`config.mk`:
```
export PLATFORM = sky130hd
export DESIGN_NAME = psr_top
export DESIGN_NICKNAME = d
export VERILOG_FILES = /design/src/hw/psr_pkg.sv /design/src/hw/psr_sync.sv /design/src/hw/psr_irq.sv /design/src/hw/psr_top.sv
export SDC_FILE = /design/constraint.sdc
export NUM_CORES = 1
export LEC_CHECK = 0
export BUFFER_PORTS_ARGS = -buffer_cell sky130_fd_sc_hd__clkbuf_2
export CAP_MARGIN = 25
export CORE_UTILIZATION = 45
export CTS_CLUSTER_DIAMETER = 40
export DETAILED_ROUTE_END_ITERATION = 8
export PLACE_DENSITY = 0.79
export SLEW_MARGIN = 10
export SYNTH_ARGS = -nofsm -noshare
export SYNTH_HDL_FRONTEND = slang
export SYNTH_HIERARCHICAL = 1
export SYNTH_SLANG_ARGS = --single-unit
```
`constraint.sdc`:
```
create_clock -name i_clk_sys -period 2.75 [get_ports i_clk_sys]
set_input_delay 0.55 -clock i_clk_sys [delete_from_list [all_inputs] [get_ports i_clk_sys]]
set_output_delay 0.55 -clock i_clk_sys [all_outputs]
set_load 0.02 [all_outputs]
```
`src/hw/psr_pkg.sv`:
```
package psr_pkg;

   // Register word indices and their byte addresses (byte address is four times the index)
   localparam logic [11:0] PSR_IDX_STATUS  = 12'h01f;
   localparam logic [11:0] PSR_IDX_MONCFG  = 12'h01a;
   localparam logic [11:0] PSR_ADDR_STATUS = 12'h07c;
   localparam logic [11:0] PSR_ADDR_MONCFG = 12'h068;
   localparam logic [11:0] PSR_ADDR_IRQ_ST = 12'h100;
   localparam logic [11:0] PSR_ADDR_IRQ_MK = 12'h104;

   // Status bit positions, and the threshold select bit of the monitor config register
   localparam int PSR_BIT_LOCK     = 0;
   localparam int PSR_BIT_PRI_FREQ = 1;
   localparam int PSR_BIT_SEC_FREQ = 2;
   localparam int PSR_BIT_EXT_FREQ = 3;
   localparam int PSR_BIT_SEC_SEL  = 4;
   localparam int PSR_BIT_HOLDOVER = 5;
   localparam int PSR_BIT_THR_SEL  = 6;
   localparam int PSR_NUM_SRC      = 6;

   // Reset values
   localparam logic [7:0]  PSR_RST_BYTE = 8'h00;
   localparam logic [31:0] PSR_RST_WORD = 32'h0000_0000;

   // Raw status sources
   typedef struct packed {
      logic holdover;
      logic sec_sel;
      logic ext_freq;
      logic sec_freq;
      logic pri_freq;
      logic lock;
   } psr_src_s;

   // APB request bundle
   typedef struct packed {
      logic        sel;
      logic        enable;
      logic        write;
      logic [11:0] addr;
      logic [31:0] wdata;
   } psr_apb_req_s;

endpackage : psr_pkg

```
`src/hw/psr_sync.sv`:
```
`timescale 1ns/1ps
`default_nettype none
module psr_sync
   import psr_pkg::*;
(
   // Clock and reset
   input  wire logic             i_clk_sys,
   input  wire logic             i_rst,
   // Raw and synchronised sources
   input  wire logic [5:0]       i_raw,
   output logic      [5:0]       o_sync
);
   logic [5:0] meta_r;
   logic [5:0] sync_r;

   // Two-stage synchroniser per bit; monitors run on other clocks
   genvar g;
   generate
      for (g = 0; g < PSR_NUM_SRC; g++) begin : g_bit
         always_ff @(posedge i_clk_sys) begin
            if (i_rst) begin
               meta_r[g] <= 1'b0;
               sync_r[g] <= 1'b0;
            end else begin
               meta_r[g] <= i_raw[g];
               sync_r[g] <= meta_r[g];
            end
         end
      end
   endgenerate

   assign o_sync = sync_r;
endmodule : psr_sync
`default_nettype wire

```
`src/hw/psr_irq.sv`:
```
`timescale 1ns/1ps
`default_nettype none
module psr_irq
   import psr_pkg::*;
(
   // Clock and reset
   input  wire logic             i_clk_sys,
   input  wire logic             i_rst,
   // Event and software controls
   input  wire logic [5:0]       i_event,
   input  wire logic             i_clr_we,
   input  wire logic [5:0]       i_clr_data,
   input  wire logic             i_mask_we,
   input  wire logic [5:0]       i_mask_data,
   // State
   output logic      [5:0]       o_status,
   output logic      [5:0]       o_mask,
   output logic                  o_irq
);
   logic [5:0] status_r;
   logic [5:0] status_nxt;
   logic [5:0] mask_r;
   logic       irq_r;
   wire  [5:0] clr_bits = i_clr_we ? i_clr_data : 6'h00;

   // Set wins over write-one-to-clear so no edge is lost
   assign status_nxt = (status_r & ~clr_bits) | i_event;

   always_ff @(posedge i_clk_sys) begin
      if (i_rst) begin
         status_r <= 6'h00;
         mask_r   <= 6'h00;
         irq_r    <= 1'b0;
      end else begin
         status_r <= status_nxt;
         if (i_mask_we) mask_r <= i_mask_data;
         irq_r    <= |(status_nxt & mask_r);
      end
   end

   assign o_status = status_r;
   assign o_mask   = mask_r;
   assign o_irq    = irq_r;
endmodule : psr_irq
`default_nettype wire

```
`src/hw/psr_top.sv`:
```
`timescale 1ns/1ps
`default_nettype none
module psr_top
   import psr_pkg::*;
(
   // Clock and reset
   input  wire logic             i_clk_sys,
   input  wire logic             i_rst,
   // APB slave
   input  wire logic             i_psel,
   input  wire logic             i_penable,
   input  wire logic             i_pwrite,
   input  wire logic [11:0]      i_paddr,
   input  wire logic [31:0]      i_pwdata,
   output logic                  o_pready,
   output logic      [31:0]      o_prdata,
   output logic                  o_pslverr,
   // Status sources from holdover, switchover, monitors, lock detector
   input  wire logic             i_holdover_active,
   input  wire logic             i_secondary_selected,
   input  wire logic             i_ext_clk_above_thr,
   input  wire logic             i_secondary_above_thr,
   input  wire logic             i_primary_above_thr,
   input  wire logic             i_digital_lock,
   // Monitor threshold select and interrupt
   output logic                  o_ref_thr_sel,
   output logic                  o_irq
);
   psr_apb_req_s req;
   psr_src_s     raw_src;
   logic [5:0]   live;
   logic [5:0]   live_d_r;
   logic [5:0]   irq_status;
   logic [5:0]   irq_mask;
   logic         irq_w;
   logic         thr_sel_r;
   logic         pready_r;
   logic [31:0]  prdata_r;
   logic         pslverr_r;

   assign req = '{sel: i_psel, enable: i_penable, write: i_pwrite, addr: i_paddr, wdata: i_pwdata};

   // Bits fed straight from their sources; holdover is the state, not the enable
   assign raw_src.holdover = i_holdover_active;
   assign raw_src.sec_sel  = i_secondary_selected;
   assign raw_src.ext_freq = i_ext_clk_above_thr;
   assign raw_src.sec_freq = i_secondary_above_thr;
   assign raw_src.pri_freq = i_primary_above_thr;
   assign raw_src.lock     = i_digital_lock;

   // Sources come from foreign clocks, so each is synchronised
   psr_sync u_sync (
      .i_clk_sys (i_clk_sys),
      .i_rst     (i_rst),
      .i_raw     (raw_src),
      .o_sync    (live)
   );

   // Any change of a status bit is an event
   wire [5:0] change_evt = live ^ live_d_r;

   // Register decode; reads taken in setup phase and answered at next edge, writes in access phase
   wire setup     = req.sel & ~req.enable;
   wire hit_stat  = req.addr == PSR_ADDR_STATUS;
   wire hit_cfg   = req.addr == PSR_ADDR_MONCFG;
   wire hit_ist   = req.addr == PSR_ADDR_IRQ_ST;
   wire hit_imk   = req.addr == PSR_ADDR_IRQ_MK;
   wire mapped    = hit_stat | hit_cfg | hit_ist | hit_imk;
   wire acc_phase = req.sel & req.enable & pready_r;
   wire wr_cfg    = acc_phase & req.write & hit_cfg;
   wire wr_ist    = acc_phase & req.write & hit_ist;
   wire wr_imk    = acc_phase & req.write & hit_imk;

   // Status read is the live synchronised state, write has no effect
   wire [31:0] rd_mux = hit_stat ? {26'h0, live} :
                        hit_cfg  ? {25'h0, thr_sel_r, 6'h00} :
                        hit_ist  ? {26'h0, irq_status} :
                        hit_imk  ? {26'h0, irq_mask} : PSR_RST_WORD;

   psr_irq u_irq (
      .i_clk_sys   (i_clk_sys),
      .i_rst       (i_rst),
      .i_event     (change_evt),
      .i_clr_we    (wr_ist),
      .i_clr_data  (req.wdata[5:0]),
      .i_mask_we   (wr_imk),
      .i_mask_data (req.wdata[5:0]),
      .o_status    (irq_status),
      .o_mask      (irq_mask),
      .o_irq       (irq_w)
   );

   // Bus response: one wait-free access phase; unmapped gives pslverr
   always_ff @(posedge i_clk_sys) begin
      if (i_rst) begin
         pready_r  <= 1'b0;
         prdata_r  <= PSR_RST_WORD;
         pslverr_r <= 1'b0;
         thr_sel_r <= 1'b0;
         live_d_r  <= 6'h00;
      end else begin
         pready_r  <= setup;
         pslverr_r <= setup & ~mapped;
         if (setup) prdata_r <= (req.write | ~mapped) ? PSR_RST_WORD : rd_mux;
         if (wr_cfg) thr_sel_r <= req.wdata[PSR_BIT_THR_SEL];
         live_d_r  <= live;
      end
   end

   assign o_pready      = pready_r;
   assign o_prdata      = prdata_r;
   assign o_pslverr     = pslverr_r;
   assign o_ref_thr_sel = thr_sel_r;
   assign o_irq         = irq_w;
endmodule : psr_top
`default_nettype wire

```
## Word level (Yosys, flattened, before mapping)

Cells that the tools add are included.

| operators by class | value |
|---|---|
| bitwise logic cells | 19 |
| eq/ne operators | 4 |
| muxes and demuxes | 6 |
| reductions and logical operators | 1 |

Operator list:

| kind | count |
|---|---|
| 12-bit by 7-bit == test with 1-bit output, second input constant | 2 |
| 12-bit by 9-bit == test with 1-bit output, second input constant | 2 |
| 7-bit two-way mux | 3 |
| 6-bit two-way mux | 3 |
| 6-bit AND | 2 |
| 1-bit AND | 8 |
| 6-bit NOT | 1 |
| 6-bit OR | 1 |
| 6-bit OR reduction | 1 |
| 6-bit XOR | 1 |
| 1-bit OR | 4 |
| 1-bit NOT | 2 |

| storage, ports and cells | value |
|---|---|
| word-level logic and storage cells | 50 |
| register bits | 66 |
| bits of input ports | 55 |

## Logic depth before layout (Yosys ltp)

Gate-level depths: netlist (run 1).

| logic depth | value |
|---|---|
| depth after elaboration | 10 |
| gate-level depth with buffers | 9 |

## Cells and area by module

The synthesis (run 1) kept the hierarchy.

Modules (own cells, without submodules):

| module | cells each | area each (um2) | times used |
|---|---|---|---|
| psr_top | 111 | 987.2 | 1 |
| psr_irq | 53 | 486.7 | 1 |
| psr_sync | 25 | 366.6 | 1 |

## Worst setup path before layout (run 1)

Ideal clock, no wire load.

| timing | value |
|---|---|
| path type | input -> register |
| start point | in i_paddr[6] |
| end point | reg u_irq.irq_r, in the netlist u_irq/o_irq |
| stages | 8 |
| data arrival time | 2.344 ns |
| path buffers | 0 |
| setup slack | 0.285 ns |
| path through | or4b_4 -> nor4_4 -> nand2_1 -> nor2_1 -> nand2_1 -> a21oi_2 -> o2111a_1 -> a31oi_1 |

| between the ends | value |
|---|---|
| cells in the longest elaborated chain, start to end | 8 |

RTL lines:

| item | line | text |
|---|---|---|
| start: declaration | psr_top.sv:13 | `input wire logic [11:0] i_paddr,` |
| 12-bit by 9-bit == test with 1-bit output | psr_top.sv:66 | `wire hit_ist = req.addr == PSR_ADDR_IRQ_ST;` |
| 1-bit AND | psr_top.sv:71 | `wire wr_ist = acc_phase & req.write & hit_ist;` |
| named net wr_ist | psr_top.sv:71 |  |
| 6-bit two-way mux | psr_irq.sv:24 | `wire [5:0] clr_bits = i_clr_we ? i_clr_data : 6'h00;` |
| 6-bit NOT | psr_irq.sv:27 | `assign status_nxt = (status_r & ~clr_bits) \| i_event;` |
| 6-bit AND | psr_irq.sv:27 |  |
| 6-bit OR | psr_irq.sv:27 |  |
| 6-bit AND | psr_irq.sv:37 | `irq_r <= \|(status_nxt & mask_r);` |
| 6-bit OR reduction | psr_irq.sv:37 |  |
| end signal: assignment | psr_irq.sv:37 |  |
| end: declaration | psr_irq.sv:23 | `logic irq_r;` |

The timed path passes the listed nets, and every way through them passes these cells.
A chain may end at the register's enable or synchronous reset.

## Worst setup path after layout (run 1)

Ends and elaborated chain as after synthesis.

==> results of run 1 <==
-- registers in the layout (all words and copies together), names as in the netlist --
name	count
live_d_r	6
o_prdata	7
o_pready	1
o_pslverr	1
o_ref_thr_sel	1
u_irq/o_irq	1
u_irq/o_mask	6
u_irq/o_status	6
u_sync/meta_r	6
u_sync/o_sync	6
-- layout make-up --
class | count | area (um^2) | share of cell area [%]
clock buffers | 5 | 68.82 | 3.282
clock inverters | 3 | 22.52 | 1.074
inverters | 3 | 11.26 | 0.5370
multi-input cells | 139 | 883.3 | 42.12
flip-flops and latches | 41 | 820.8 | 39.14
well taps | 48 | 60.06 | 2.864
repair buffers | 44 | 230.2 | 10.98
-- layout by cell type, fill, tap and decap left out, types with 3 or more instances in the layout --
cell,count
a22oi_1,6
clkbuf_2,40
or3_1,3
conb_1,25
nor2b_1,6
o21ai_1,4
nor2_1,18
inv_1,3
clkbuf_8,5
mux2i_1,6
xor2_1,7
a21boi_1,3
o21ai_0,6
mux2_2,6
buf_4,4
a21oi_1,4
dfxtp_1,41
nand2_1,14
nor2b_2,8
-- worst max path at each step --
stage                     slack (ps)  cells past startpoint        from          end
after detailed placement         180                     10  i_paddr[6]  u_irq/o_irq
after global placement           200                     10  i_paddr[6]  u_irq/o_irq
after global routing             350                     10  i_paddr[4]  u_irq/o_irq
final                            500                     10  i_paddr[6]  u_irq/o_irq
after floorplan                  280                      8  i_paddr[6]  u_irq/o_irq
after CTS                        480                     10  i_paddr[6]  u_irq/o_irq
-- layer usage --
| layer | part of all wire (%) | vias to the layer above | wire [um] | GRT usage, % |
|---|---|---|---|---|
| met1 | 45 | 593 | 1438 | 18.92 |
| met3 | 5.2 | 5 | 166 | 5.690 |
| li1 | - | 674 | - | - |
| met5 | 0 | - | 0 | 0 |
| met4 | 0.97 | 0 | 31 | 5.585 |
| met2 | 49 | 39 | 1565 | 27.04 |
-- power breakdown --
part	leakage, uW	switching, uW	internal (uW)
Clock	0.0000481	215	180
Combinational	0.000549	72.7	42.7
Sequential	0.000335	8.39	611
-- critical path: stages --
cell,delay (ps)
clkbuf_2,90
or4b_4,540
nor4_4,370
nand2_1,80
nor2_1,100
buf_4,160
a21boi_1,80
o21ai_1,150
o2111a_1,200
a31oi_1,80
-- cells in the mapped netlist, types with 2 or more instances --
cell type	n
and2b_2	2
dfxtp_1	41
nor3_1	2
nor2b_4	2
nor2b_1	6
o21ai_0	6
inv_1	3
a21boi_1	3
nand2_1	14
a21oi_1	4
buf_4	25
mux2i_1	6
xor2_1	7
nor2b_2	8
nor2_1	18
o21ai_1	4
mux2_2	6
or3_1	3
clkbuf_1	2
a22oi_1	6
nand2b_1	2
-- through the flow --
step / worst slack (ps) / area (um^2) / util (%) / power, uW / instances
floorplan: 284.6 / 1931 / - / 739.7 / 213
global placement: 200.5 / 2006 / 52.80 / 745.9 / 275
detailed placement: 181.3 / 2006 / 52.80 / 749.2 / 275
CTS: 483.9 / 2097 / 55.20 / 1143 / 283
global route: 351.1 / 2097 / 55.20 / 1190 / 283
finish: 502.8 / 2097 / 55.20 / 1130 / 283
-- cell families after synthesis --
kind of cell    count (synthesis)  share of synthesized area, %
flops                          41                         44.60
buf+inv                        33                         12.30
mux                            12                         6.934
simple gates                   67                         22.57
compound gates                 28                         10.06
xor+xnor                        7                         3.331
other cells                     1                        0.2037
==> impl_results.md, run 1 <==
- CTS tree: built
- Post-synth top area share: 44.60%
- Top FF cell, synth: dfxtp_1
- Slew HR: 58.59%
- Gpl congestion: 0.7984
- DRC: 0
- Vias per cell: 4.633
- Hold WC Path Type: flip-flop to flip-flop
- Die X: 65.96 um
- CP arrival: 2420 ps
- Vert. Die Dim: 65.96 um
- RR Endpoint: u_irq/o_irq
- Worst R2R Path Depth: 8
- Total routed wirelength: 3202 um
- Least-Margin Pin Slew: 621.1 ps
- Mean post-synth cell area: 9.738 um^2
- Vias in the first global route: 1151
- Hold Violations, Final: 0
- Max H-tree Level: 2
- Final setup vio count: 0
- DP HPWL: 2407 um
- Asr flop ratio synth: 0%
- CTS Sinks: 41
- Max-slew violation count: 0
- Layout cells sized above 1: 32.77%
- Hold Path Stages: 1
- RR Startpoint: o_pready
- Mapped Area: 1841 um^2
- Port bufs: 40
- Core area: 3799 um^2
- CP required: 2920 ps
- Row cnt: 22
- Vias post-DR: 1311
- Initial antenna violation count: 0
- Post-route ant nets: 0
- Clk_skew: 7.057 ps
- Maximum VDD drop: 0.3651 mV
- CTS resizes: 0
- Pwr dens: 539.0 nW/um^2
- Number of buffers created by CTS: 5
- Cells after Synth: 189
- DIE AREA: 4350 um^2
- 1st-iter DRT viols: 93
- Initial Util: 48.45%
- Io pins: 91
- Fin crit share: 81.72%
- Worst-path maximum fanout: 6
- Final Hold Slack: 444.1 ps
- Synth area leaders: dfxtp_1 45%, buf_4 10%, nor2b_2 3.8%
- Nets: 289
- Yosys warns: 6
- RSZ-0062 raised after global routing: false
- Filler instances: 354
- Largest net degree at the start of global routing: 34
- Global-route wire length before repair: 5175 um
- Min cycle time layout: 2247 ps
- Drt first pass iters: 4
- #FFs+latches synth: 41
- CTS max path bufs: 2
- Critical path endpoint category: flip-flop
- Clk pin slew, worst setup/hold paths: 80 ps
- Crit start category: input pin
- Area leader, netlist: dfxtp_1
- Setup TNS after final layout: 0 ps
- Max-cap viol count: 0
- Outcome: finished, final reports clean
- Worst hold start: u_sync/meta_r[3]
- Hold EP: u_sync/o_sync[3]
- Cts hold-fix bufs: 0
- FF-to-FF setup slack: 1160 ps
- Fmax: 0.4450 GHz
- Sequential share of the synthesized area: 44.60%
- Static Leak: 0.0009319 uW
- Postcts setup bufs: 0
- Post-synth EDFFs: 0
- Root buf cell: clkbuf_8
- Skew-Pair Late Insertion Delay: 300 ps
- # diodes: 0
- Total track usage: 16.13%
- Area grow syn2layout: 13.94%
- Post-synth cell types: 40
- Avg WL per Cell: 11.31 um
- Gr ovfl total: 0
- Crit Path Category: input pin to flip-flop
No activity file was read; power rests on OpenSTA's default activity.
==> inputs of run 2 (changes only) <==
CORE_UTILIZATION = 41   (was 45)
PLACE_DENSITY = 0.76   (was 0.79)
clock period = 2 ns   (was 2.75 ns; I/O delays follow)
==> run 2 against run 1 <==
First-iteration DRC count fell by 4.3%. Largest power group unchanged. Hold slack got worse by 130 ps. Non-clock buffer count up 10. Clock power increased by 34%. Power rose by 38%. Sequential power increased by 38%. Core utilization shrank 4.2 points.
==> impl_results.md, run 2 (synthesized netlist as in run 1, its figures left out) <==
- Min cycle time layout: 1917 ps
- Filler instances: 431 (+22%)
- Worst-path maximum fanout: 5 (-1)
- Hold WC Path Type: input pin to flip-flop
- CP bufs+invs: 1 (-1)
- Port bufs: 40 (unchanged)
- Post-route ant nets: 0 (unchanged)
- Area grow syn2layout: 19.78%
- Worst hold start: i_digital_lock
- Nets: 299 (+3.5%)
- Area occupied by multi-input gates: 903.4 um^2 (+2.3%)
- DRC: 0 (unchanged)
- Vias per cell: 4.608 (-0.53%)
- Avg WL per Cell: 11.06 um (-2.2%)
- Row cnt: 24 (+9.1%)
- CTS Sinks: 41 (unchanged)
- Slowest CP cell: or4b_4
- Vert. Die Dim: 69 um (+4.6%)
- DIE AREA: 4761 um^2 (+9.4%)
- Largest net degree at the start of global routing: 34 (unchanged)
- Crit. Startpoint: i_paddr[6]
- Clk_skew: 6.385 ps (-0.6713 ps)
- Max-slew violation count: 0 (unchanged)
- Vias in the first global route: 1248 (+8.4%)
- CTS tree: built
- Io pins: 91 (unchanged)
- CP delay by family, top: simple AND/OR/NAND/NOR gates
- Clk pin slew, worst setup/hold paths: 70 ps (about the same)
- Gpl congestion: 0.7711 (-3.4%)
- CP required: 2160 ps (-760 ps)
- Slowest stage delay, CP: 540 ps (about the same)
- RR Startpoint: o_pready
- Gr ovfl total: 0 (unchanged)
- Setup TNS after final layout: 0 ps (unchanged)
- Drt first pass iters: 4 (unchanged)
- Critical path endpoint category: flip-flop
- Pwr dens: 707.9 nW/um^2 (+31%)
- Number of buffers created by CTS: 5 (unchanged)
- Max H-tree Level: 2 (unchanged)
- Crit Path Category: input pin to flip-flop
- Total track usage: 14.89% (-1.2 points)
- Layout cells sized above 1: 36.48% (+3.7 points)
- Max reg flops: 7 (unchanged)
- Most frequent cells in the layout: 41 x dfxtp_1, 40 x clkbuf_2, 25 x conb_1
- Crit-path cells: clkbuf_2, or4b_4, nor4_4, nand2_1, nor2_4, a21boi_1, o21ai_1, o2111a_1, a31oi_1
- Vias post-DR: 1364 (+4.0%)
- Root buf cell: clkbuf_8
- Max-cap viol count: 0 (unchanged)
- Most common cell after layout, fill and taps aside: dfxtp_1
- Outcome: finished, final reports clean
- CTS max path bufs: 2 (unchanged)
- Maximum VDD drop: 0.4314 mV (+18%)
- Skew-Pair Late Insertion Delay: 290 ps (about the same)
- Die X: 69 um (+4.6%)
- 1st-iter DRT viols: 89 (-4.3%)
- Reg area: 820.8 um^2 (unchanged)
- Initial antenna violation count: 0 (unchanged)
- Final Util: 50.98% (-4.2 points)
- Hold Violations, Final: 0 (unchanged)
- Total routed wirelength: 3274 um (+2.2%)
- Crit start category: input pin
- Static Leak: 0.0009834 uW (+5.5%)
- DP HPWL: 2447 um (+1.7%)
- CP arrival: 2080 ps (-340 ps)
- Initial Util: 42.56% (-5.9 points)
- Fin crit share: 95.87%
- Global-route wire length before repair: 5595 um (+8.1%)
- Fmax: 0.5215 GHz
- Core area: 4324 um^2 (+14%)
- Final setup vio count: 0 (unchanged)
- # diodes: 0 (unchanged)
- RSZ-0062 raised after global routing: true
run 2: cell count changes in the layout (fill, tap and decap cells not counted), sizes merged:
cell | previous run | this run
clkbuf | 45 | 47
buf | 4 | 14
clkinv | 3 | 0
run 2: path summary, 6_finish.rpt:
| check | cells past startpoint | to | slack, ps |
|---|---|---|---|
| max | 9 | u_irq/o_irq | 80 |
| min | 2 | u_sync/meta_r[0] | 320 |
| min reg2reg | 1 | u_sync/o_sync[4] | 440 |
| max reg2reg | 7 | u_irq/o_irq | 410 |
run 2: metrics by stage:
step           hold WS, ps  power [uW]  instance area, um^2  cells  worst slack [ps]
4_1_cts              303.9        1585                 2200    296             39.64
3_5_place_dp         420.0        1047                 2113    289            -361.5
3_3_place_gp         418.7        1045                 2113    289            -355.8
2_1_floorplan        414.8        1020                 1952    213            -274.5
6_report             316.2        1561                 2205    296             82.51
5_1_grt              304.5        1638                 2205    296            -4.878
run 2: what timing repair did:
action	in CTS	in global routing
endpoints found under the setup margin	1	1
pin swaps	3	1
hold buffers	0	0
setup buffers	0	0
gates cloned	0	0
gates resized for setup	0	1
run 2: routing by layer:
metal / wire length (um) / vias up / GRT usage, %
li1: - / 694 / -
met3: 239 / 6 / 5.556
met1: 1455 / 617 / 17.17
met2: 1524 / 47 / 24.70
met5: 0 / - / 0
met4: 55 / 0 / 6.122
run 2: cell type report:
cell class	instances	area share (%)
Clock buffer	7	3.916
Timing Repair Buffer	54	14.42
Sequential cell	41	37.23
Multi-Input combinational cell	139	40.98
Inverter	3	0.5108
Tap cell	52	2.951
run 2: worst reg2reg max path: cells and delay by family (launching register included):
| family | cells | cell delay, ps |
|---|---|---|
| DFF | 1 | 330 |
| and+or+nand+nor | 3 | 550 |
| AOI/OAI and AO/OA | 4 | 580 |
run 2: power breakdown:
group | internal (uW) | switching, uW
clock network | 273 | 258
logic | 73.4 | 102
registers | 841 | 12.5
total | 1190 | 373
